===== config.mk =====
export PLATFORM = sky130hd
export DESIGN_NAME = dsc_device_flat
export DESIGN_NICKNAME = d
export VERILOG_FILES = /design/src/rtl/dsc_pkg.sv /design/src/rtl/dsc_if.sv /design/src/rtl/dsc_device.sv /design/src/flat_wrapper.sv
export SDC_FILE = /design/constraint.sdc
export NUM_CORES = 1
export LEC_CHECK = 0
export ABC_CLOCK_PERIOD_IN_PS = 6300
export BUFFER_PORTS_ARGS = -buffer_cell sky130_fd_sc_hd__buf_2
export CAP_MARGIN = 30
export CORE_ASPECT_RATIO = 0.6
export CORE_MARGIN = 5
export CORE_UTILIZATION = 30
export DETAILED_ROUTE_END_ITERATION = 8
export GPL_ROUTABILITY_DRIVEN = 0
export GPL_TIMING_DRIVEN = 0
export PLACE_DENSITY_LB_ADDON = 0.2
export SLEW_MARGIN = 10
export SYNTH_ARGS = -nofsm -noshare
export SYNTH_HDL_FRONTEND = slang
export SYNTH_SLANG_ARGS = --single-unit

===== constraint.sdc =====
create_clock -name clk_sys -period 6.3 [get_ports clk_sys]
set_clock_uncertainty 0.05 [all_clocks]
set_input_delay 0.945 -clock clk_sys [delete_from_list [all_inputs] [get_ports clk_sys]]
set_output_delay 0.945 -clock clk_sys [all_outputs]
set_load 0.02 [all_outputs]

===== src/rtl/dsc_pkg.sv =====
/*
 Constants and types shared by both ends of the drive state control link.
 Assumes one 10 MHz clock, clk_sys, and a synchronous active-high reset.
*/
// Functional notes
// - Power-up auto-enters switch-on-disabled, status 0x0440
// - External enable high sets status bit 9
// - Shutdown command enters ready-to-switch-on state
// - Switch-on command enters switched-on state
// - Enable-operation command energises motor, operation enabled
// - State encoded in status bits 6,5,3..0
// - Position mode: bit10 goal, bit12 setpoint applied
// - Velocity mode: bit10 speed reached, bit12 stopped
// - Master keeps control bits 3..0 set
// - Control bit 4 starts homing or move
// - Control bit 5 adopts new parameters immediately
// - Control bit 9 selects blended or point moves
// - Master starts only after objects are written
package dsc_pkg;
	// ==========================================================
	// Object indices
	localparam logic [15:0] DSC_IDX_CMD = 16'h6040;
	localparam logic [15:0] DSC_IDX_STAT = 16'h6041;
	// ==========================================================
	// Operation modes
	localparam logic [7:0] DSC_MODE_PP = 8'h01;
	localparam logic [7:0] DSC_MODE_PV = 8'h03;
	localparam logic [7:0] DSC_MODE_HOME = 8'h06;
	// ==========================================================
	// Command word bit positions
	localparam int DSC_C_SWON = 0;
	localparam int DSC_C_VOLT = 1;
	localparam int DSC_C_QSTOP = 2;
	localparam int DSC_C_RUN = 3;
	localparam int DSC_C_START = 4;
	localparam int DSC_C_ADOPT = 5;
	localparam int DSC_C_CLEAR = 7;
	localparam int DSC_C_HALT = 8;
	localparam int DSC_C_BLEND = 9;
	// ==========================================================
	// State word bit positions
	localparam int DSC_S_RTSO = 0;
	localparam int DSC_S_SWON = 1;
	localparam int DSC_S_OPEN = 2;
	localparam int DSC_S_FAULT = 3;
	localparam int DSC_S_QSTOP = 5;
	localparam int DSC_S_SOD = 6;
	localparam int DSC_S_REMOTE = 9;
	localparam int DSC_S_GOAL = 10;
	localparam int DSC_S_MODE12 = 12;
	// ==========================================================
	// Reset values
	localparam logic [15:0] DSC_CMD_RESET = 16'h0000;
	localparam logic DSC_GOAL_RESET = 1'b1;
	// ==========================================================
	// Drive states, one-hot
	typedef enum logic [7:0] {
		DSC_NOT_READY = 8'h01,
		DSC_SW_DISABLED = 8'h02,
		DSC_READY = 8'h04,
		DSC_SWITCHED_ON = 8'h08,
		DSC_OP_ENABLED = 8'h10,
		DSC_QSTOP_ACTIVE = 8'h20,
		DSC_FAULT_REACT = 8'h40,
		DSC_FAULT = 8'h80
	} dsc_state_t;
endpackage


===== src/rtl/dsc_if.sv =====
/*
 Word link between the bus master and the drive.
 Assumes both ends share clk_sys; one request is outstanding at a time.
*/
`timescale 1ns/1ns
interface dsc_if;
	logic cmd_valid;
	logic cmd_write;
	logic [15:0] cmd_index;
	logic [15:0] cmd_wdata;
	logic rsp_valid;
	logic rsp_err;
	logic [15:0] rsp_rdata;
	modport master (output cmd_valid, output cmd_write, output cmd_index, output cmd_wdata,
		input rsp_valid, input rsp_err, input rsp_rdata);
	modport device (input cmd_valid, input cmd_write, input cmd_index, input cmd_wdata,
		output rsp_valid, output rsp_err, output rsp_rdata);
endinterface


===== src/rtl/dsc_device.sv =====
/*
 Drive end: holds the command word, runs the drive state machine, builds the state word.
 Assumes the master issues one request per pulse of cmd_valid and waits for rsp_valid.
*/
`timescale 1ns/1ns
module dsc_device
	import dsc_pkg::*;
(
	input wire logic clk_sys,
	input wire logic rst,
	dsc_if.device link,
	input wire logic external_enable_input,
	input wire logic [7:0] op_mode,
	input wire logic fault_in,
	input wire logic motion_done,
	input wire logic velocity_reached,
	input wire logic speed_zero,
	input wire logic homing_attained,
	output logic motor_current_on,
	output logic move_start,
	output logic homing_start,
	output logic adopt_now,
	output logic blended_move,
	output logic halt_motion,
	output logic [7:0] drive_state
);
	// ==========================================================
	// State record
	typedef struct packed {
		dsc_state_t st;
		logic [15:0] cmd;
		logic start_seen;
		logic goal;
		logic setpoint_ack;
		logic pending;
		logic rsp_valid;
		logic rsp_err;
		logic [15:0] rsp_rdata;
		logic motor_on;
		logic move_start;
		logic homing_start;
		logic adopt;
		logic blend;
		logic halt;
	} dsc_dev_t;

	dsc_dev_t s_reg;
	dsc_dev_t s_next;

	// ==========================================================
	// State word assembly
	function automatic logic [15:0] dsc_status(input dsc_state_t st, input logic remote,
		input logic bit10, input logic bit12);
		logic [15:0] w;
		w = 16'h0000;
		case (st)
			DSC_NOT_READY: w = 16'h0000;
			DSC_SW_DISABLED: w[DSC_S_SOD] = 1'b1;
			DSC_READY: begin
				w[DSC_S_QSTOP] = 1'b1;
				w[DSC_S_RTSO] = 1'b1;
			end
			DSC_SWITCHED_ON: begin
				w[DSC_S_QSTOP] = 1'b1;
				w[DSC_S_SWON:DSC_S_RTSO] = 2'h3;
			end
			DSC_OP_ENABLED: begin
				w[DSC_S_QSTOP] = 1'b1;
				w[DSC_S_OPEN:DSC_S_RTSO] = 3'h7;
			end
			DSC_QSTOP_ACTIVE: w[DSC_S_OPEN:DSC_S_RTSO] = 3'h7;
			DSC_FAULT_REACT: w[DSC_S_FAULT:DSC_S_RTSO] = 4'hf;
			DSC_FAULT: w[DSC_S_FAULT] = 1'b1;
			default: w = 16'h0000;
		endcase
		w[DSC_S_REMOTE] = remote;
		w[DSC_S_GOAL] = bit10;
		w[DSC_S_MODE12] = bit12;
		return w;
	endfunction

	// ==========================================================
	// Next-state logic
	logic is_pp;
	logic is_pv;
	logic is_home;
	logic c_shutdown;
	logic c_swon;
	logic c_enable;
	logic c_novolt;
	logic c_qstop;
	logic start_rise;
	logic bit10;
	logic bit12;
	logic powered;

	always_comb begin
		s_next = s_reg;
		is_pp = (op_mode == DSC_MODE_PP);
		is_pv = (op_mode == DSC_MODE_PV);
		is_home = (op_mode == DSC_MODE_HOME);
		c_shutdown = ~s_reg.cmd[DSC_C_CLEAR] & s_reg.cmd[DSC_C_QSTOP] & s_reg.cmd[DSC_C_VOLT]
			& ~s_reg.cmd[DSC_C_SWON];
		c_swon = ~s_reg.cmd[DSC_C_CLEAR] & (s_reg.cmd[DSC_C_RUN:DSC_C_SWON] == 4'h7);
		c_enable = ~s_reg.cmd[DSC_C_CLEAR] & (s_reg.cmd[DSC_C_RUN:DSC_C_SWON] == 4'hf);
		c_novolt = ~s_reg.cmd[DSC_C_VOLT];
		c_qstop = s_reg.cmd[DSC_C_VOLT] & ~s_reg.cmd[DSC_C_QSTOP];
		powered = (s_reg.st == DSC_READY) | (s_reg.st == DSC_SWITCHED_ON)
			| (s_reg.st == DSC_OP_ENABLED) | (s_reg.st == DSC_QSTOP_ACTIVE);
		start_rise = s_reg.cmd[DSC_C_START] & ~s_reg.start_seen;
		// Link answer, one cycle after the request
		s_next.rsp_valid = 1'b0;
		s_next.rsp_err = 1'b0;
		s_next.rsp_rdata = 16'h0000;
		bit10 = is_pv ? velocity_reached : s_reg.goal;
		bit12 = is_pv ? speed_zero : (is_home ? homing_attained : s_reg.setpoint_ack);
		if (link.cmd_valid) begin
			s_next.rsp_valid = 1'b1;
			if (link.cmd_index == DSC_IDX_CMD) begin
				if (link.cmd_write) begin
					s_next.cmd = link.cmd_wdata;
				end
				s_next.rsp_rdata = s_reg.cmd;
			end else if (link.cmd_index == DSC_IDX_STAT && !link.cmd_write) begin
				s_next.rsp_rdata = dsc_status(s_reg.st, external_enable_input, bit10, bit12);
			end else begin
				s_next.rsp_err = 1'b1;
			end
		end
		// Drive state machine
		case (s_reg.st)
			DSC_NOT_READY: s_next.st = DSC_SW_DISABLED;
			DSC_SW_DISABLED: begin
				if (c_shutdown && external_enable_input) begin
					s_next.st = DSC_READY;
				end
			end
			DSC_READY: begin
				if (c_novolt || c_qstop) begin
					s_next.st = DSC_SW_DISABLED;
				end else if (c_enable) begin
					s_next.st = DSC_OP_ENABLED;
				end else if (c_swon) begin
					s_next.st = DSC_SWITCHED_ON;
				end
			end
			DSC_SWITCHED_ON: begin
				if (c_novolt || c_qstop) begin
					s_next.st = DSC_SW_DISABLED;
				end else if (c_shutdown) begin
					s_next.st = DSC_READY;
				end else if (c_enable) begin
					s_next.st = DSC_OP_ENABLED;
				end
			end
			DSC_OP_ENABLED: begin
				if (c_novolt) begin
					s_next.st = DSC_SW_DISABLED;
				end else if (c_qstop) begin
					s_next.st = DSC_QSTOP_ACTIVE;
				end else if (c_shutdown) begin
					s_next.st = DSC_READY;
				end else if (c_swon) begin
					s_next.st = DSC_SWITCHED_ON;
				end
			end
			DSC_QSTOP_ACTIVE: begin
				if (speed_zero || c_novolt) begin
					s_next.st = DSC_SW_DISABLED;
				end
			end
			DSC_FAULT_REACT: s_next.st = DSC_FAULT;
			DSC_FAULT: begin
				if (s_reg.cmd[DSC_C_CLEAR] && !fault_in) begin
					s_next.st = DSC_SW_DISABLED;
				end
			end
			default: s_next.st = DSC_NOT_READY;
		endcase
		if (powered && !external_enable_input) begin
			s_next.st = DSC_SW_DISABLED;
		end
		if (powered && fault_in) begin
			s_next.st = DSC_FAULT_REACT;
		end
		// Motion control
		s_next.start_seen = s_reg.cmd[DSC_C_START];
		s_next.move_start = 1'b0;
		s_next.homing_start = 1'b0;
		s_next.motor_on = (s_next.st == DSC_OP_ENABLED) | (s_next.st == DSC_QSTOP_ACTIVE);
		s_next.halt = (s_reg.st == DSC_OP_ENABLED) & s_reg.cmd[DSC_C_HALT];
		s_next.adopt = is_pp & s_reg.cmd[DSC_C_ADOPT];
		s_next.blend = is_pp & s_reg.cmd[DSC_C_BLEND];
		if (!s_reg.cmd[DSC_C_START]) begin
			s_next.setpoint_ack = 1'b0;
		end
		if (motion_done && !s_reg.move_start && !s_reg.homing_start) begin
			s_next.goal = 1'b1;
		end
		if (s_reg.st == DSC_OP_ENABLED && !s_reg.cmd[DSC_C_HALT]) begin
			if (is_home && start_rise) begin
				s_next.homing_start = 1'b1;
				s_next.goal = 1'b0;
			end
			if (is_pp && start_rise) begin
				s_next.setpoint_ack = 1'b1;
				if (s_reg.goal || s_reg.cmd[DSC_C_ADOPT]) begin
					s_next.move_start = 1'b1;
					s_next.goal = 1'b0;
				end else begin
					s_next.pending = 1'b1;
				end
			end else if (is_pp && s_reg.pending && (motion_done || s_reg.cmd[DSC_C_ADOPT])) begin
				s_next.pending = 1'b0;
				s_next.move_start = 1'b1;
				s_next.goal = 1'b0;
			end
		end else begin
			s_next.pending = 1'b0;
		end
	end

	// ==========================================================
	// Registers
	always_ff @(posedge clk_sys) begin
		if (rst) begin
			s_reg <= '0;
			s_reg.st <= DSC_NOT_READY;
			s_reg.cmd <= DSC_CMD_RESET;
			s_reg.goal <= DSC_GOAL_RESET;
		end else begin
			s_reg <= s_next;
		end
	end

	assign link.rsp_valid = s_reg.rsp_valid;
	assign link.rsp_err = s_reg.rsp_err;
	assign link.rsp_rdata = s_reg.rsp_rdata;
	assign motor_current_on = s_reg.motor_on;
	assign move_start = s_reg.move_start;
	assign homing_start = s_reg.homing_start;
	assign adopt_now = s_reg.adopt;
	assign blended_move = s_reg.blend;
	assign halt_motion = s_reg.halt;
	assign drive_state = s_reg.st;
endmodule // dsc_device


===== src/flat_wrapper.sv =====
// flat-port wrapper written by rule: the top's interface ports become plain ports
module dsc_device_flat import dsc_pkg::*;
  (clk_sys, rst, external_enable_input, op_mode, fault_in, motion_done, velocity_reached, speed_zero, homing_attained, motor_current_on, move_start, homing_start, adopt_now, blended_move, halt_motion, drive_state, link_cmd_valid, link_cmd_write, link_cmd_index, link_cmd_wdata, link_rsp_valid, link_rsp_err, link_rsp_rdata);
  dsc_if link_i ();
  input wire logic clk_sys;
  input wire logic rst;
  input wire logic external_enable_input;
  input wire logic [7:0] op_mode;
  input wire logic fault_in;
  input wire logic motion_done;
  input wire logic velocity_reached;
  input wire logic speed_zero;
  input wire logic homing_attained;
  output logic motor_current_on;
  output logic move_start;
  output logic homing_start;
  output logic adopt_now;
  output logic blended_move;
  output logic halt_motion;
  output logic [7:0] drive_state;
  input wire logic [$bits(link_i.cmd_valid)-1:0] link_cmd_valid;
  input wire logic [$bits(link_i.cmd_write)-1:0] link_cmd_write;
  input wire logic [$bits(link_i.cmd_index)-1:0] link_cmd_index;
  input wire logic [$bits(link_i.cmd_wdata)-1:0] link_cmd_wdata;
  output wire logic [$bits(link_i.rsp_valid)-1:0] link_rsp_valid;
  output wire logic [$bits(link_i.rsp_err)-1:0] link_rsp_err;
  output wire logic [$bits(link_i.rsp_rdata)-1:0] link_rsp_rdata;
  assign link_i.cmd_valid = link_cmd_valid;
  assign link_i.cmd_write = link_cmd_write;
  assign link_i.cmd_index = link_cmd_index;
  assign link_i.cmd_wdata = link_cmd_wdata;
  assign link_rsp_valid = link_i.rsp_valid;
  assign link_rsp_err = link_i.rsp_err;
  assign link_rsp_rdata = link_i.rsp_rdata;
  dsc_device u_core (.clk_sys(clk_sys), .rst(rst), .link(link_i), .external_enable_input(external_enable_input), .op_mode(op_mode), .fault_in(fault_in), .motion_done(motion_done), .velocity_reached(velocity_reached), .speed_zero(speed_zero), .homing_attained(homing_attained), .motor_current_on(motor_current_on), .move_start(move_start), .homing_start(homing_start), .adopt_now(adopt_now), .blended_move(blended_move), .halt_motion(halt_motion), .drive_state(drive_state));
endmodule

==> reports/results.ini <==
[critical_path]
cp-end-kind = flip-flop
cp.arrival_ns = 3.04
worstSetupPathType = in -> reg
critical_path_peak_fanout = 10
critPathLaunchType = input port
crit_required_ns = 6.41

[final_layout]
stdcell_area_mm2 = 0.00315
syn2layout_area_growth_pct = 28.7
largest_reg_flops = 19
drive_gt1_share_pct = 32.8
nets = 430
final_util_pct = 39.8
num_antenna_cells = 0

[floorplan]
die_height_um = 80.0
num_rows = 25
die-area_mm2 = 0.0101
fp.dieW_um = 127
initial_core_util_pct = 30.9
coreArea_mm2 = 0.00791
ioPinCount = 82

[synthesis]
synth_cell_types = 52
yosysTopAreaCellShare_pct = 42.5
netlist_instances = 293
synthMuxAreaShare_pct = 0.460
synthArstFlopShare_pct = 0
synthSimpleGateAreaFrac_pct = 30.8
avgSynthCellArea_um2 = 8.36
synth_compound_area_share_pct = 15.6
ys.warnings.count = 0
synth-xor-area-share_pct = 0.715
ys_ff_latch = 52
synth_nets = 343
synthAdderAreaFrac_pct = 0
yosys.area.top_type = dfxtp_1
synth_area_leaders = dfxtp_1 (43%), buf_4 (7.4%), nand2_1 (6.7%)
ys_dominant_reg_cell = dfxtp_1
synth-edff-count = 0
synth_commonest_cells = dfxtp_1 (52), nand2_1 (44), nor2_1 (28), a21oi_1 (24), buf_4 (24)
yosysSeqAreaShare_pct = 42.5
syn_area_mm2 = 0.00245
synthMostInstantiatedCell = dfxtp_1
synth_top_family_by_area = simple AND/OR/NAND/NOR gates

[flow_run]
maxCapViolCount = 0

[global_route]
grt_pass1_vias = 2197
antenna_found_initial = 0
grt-ovfl-total = 0
grt_max_degree = 17
grt_usage_pct = 14.4
grt_pass1_wl_um = 11600

[placement]
dpl.hpwl_um = 5670
io_buffers = 80
placed_cell_area_mm2 = 0.00298
pre_cts_ws_ns = 3.10

[timing]
max_freq_mhz = 342
worstMarginPinSlew_ns = 0.751
slew-limit-headroom_pct = 49.8
fin_crit_ns = 2.92
drv_slew = 0
grt_setup_unrepaired = no
finalSetupViolCount = 0
finalHoldViolCount = 0
post-route-period-util_pct = 46.4
setup-tns-final_ns = 0
setup_slack_ns = 3.38

[route]
drt_pass1_iterations = 4
route.detailed.wl_per_inst_um = 14.9
viasPerCell = 4.75
antenna_left = 0
via_count = 2325
drc = 0
routed_wl_um = 7280
drt_iter0_markers = 211

[power]
irDropWorstVdd_uv = 115
p_leak_nw = 1.35
finalPower_mw = 0.755
power-per-cell-area_mw_per_mm2 = 239

[clock_network]
worstSkewPairLatency_ns = 0.29
cts_resized = 0
root_buffer = clkbuf_16
cts.hold.buffers_added = 0
cts_buffer_depth = 2
clk_pin_slew_ns = 0.07
post_cts_buffers = 0
clock-sinks = 52
numCtsBuffers = 5
cts_tree = yes
cts_htree_levels = 2

[hold_path]
hp-class = reg -> reg

[status]
outcome = complete, no violations

==> through the flow <==
stage          hold WS (ns)  std cells
2_1_floorplan         0.382        293
3_3_place_gp          0.388        481
3_5_place_dp          0.396        481
4_1_cts               0.406        489
5_1_grt               0.435        489
6_report              0.406        489
==> cell type report <==
cell class / count / area (um^2)
buffer: 34 / 228
tap: 108 / 135
fill: 806 / 4760
multi-input combinational: 203 / 1160
inverter: 4 / 15.0
timing repair buffer: 80 / 400
clock buffer: 6 / 129
clock inverter: 2 / 38.8
sequential: 52 / 1040
==> worst paths after layout <==
kind	startpoint	slack (ns)	depth (start not counted)	end
max reg2reg	u_core.drive_state[1]	3.84	7	u_core.drive_state[4]
min reg2reg	u_core.s_reg[41]	0.41	2	u_core.s_reg[41]
min	u_core.s_reg[41]	0.41	2	u_core.s_reg[41]
max	link_cmd_index[9]	3.38	8	u_core.s_reg[42]
==> routing by layer <==
metal	vias up	global-route usage (%)	share of wire [%]
met2	88	19.1	38
li1	1186	-	-
met4	0	2.57	0.43
met3	4	3.88	8.7
met5	-	0	0
met1	1047	22.7	53
==> cells by family after synthesis <==
kind of cell | after synthesis
multiplexers | 1
AO/OA/AOI/OAI | 58
flip-flops | 52
AND/OR/NAND/NOR | 142
buffers and inverters | 38
XOR/XNOR | 2
==> report_power, final <==
part	leakage, nW	internal (mW)	switching, mW
combinational	0.845	0.0427	0.0530
clock	0.0815	0.189	0.129
sequential	0.420	0.334	0.00631
total	1.35	0.566	0.188
==> cells in the final DEF (no fill, tap or decap), types with 7 or more instances in the layout <==
master	n
nand2_1	44
dfxtp_1	52
buf_2	82
nor3_1	8
clkbuf_1	7
nand2b_1	9
buf_4	24
a21oi_1	24
o21ai_1	7
nor2_1	28
and3_1	11
nand3_1	9
==> worst max-delay path, cell delays in order <==
cell	delay, ns
buf_2	0.10
nor4_1	0.28
nand4_1	0.18
nor2_1	0.61
nand3_1	0.39
clkbuf_1	0.33
nand2_1	0.13
a21oi_1	0.07
(Power assumes the default switching activity.)
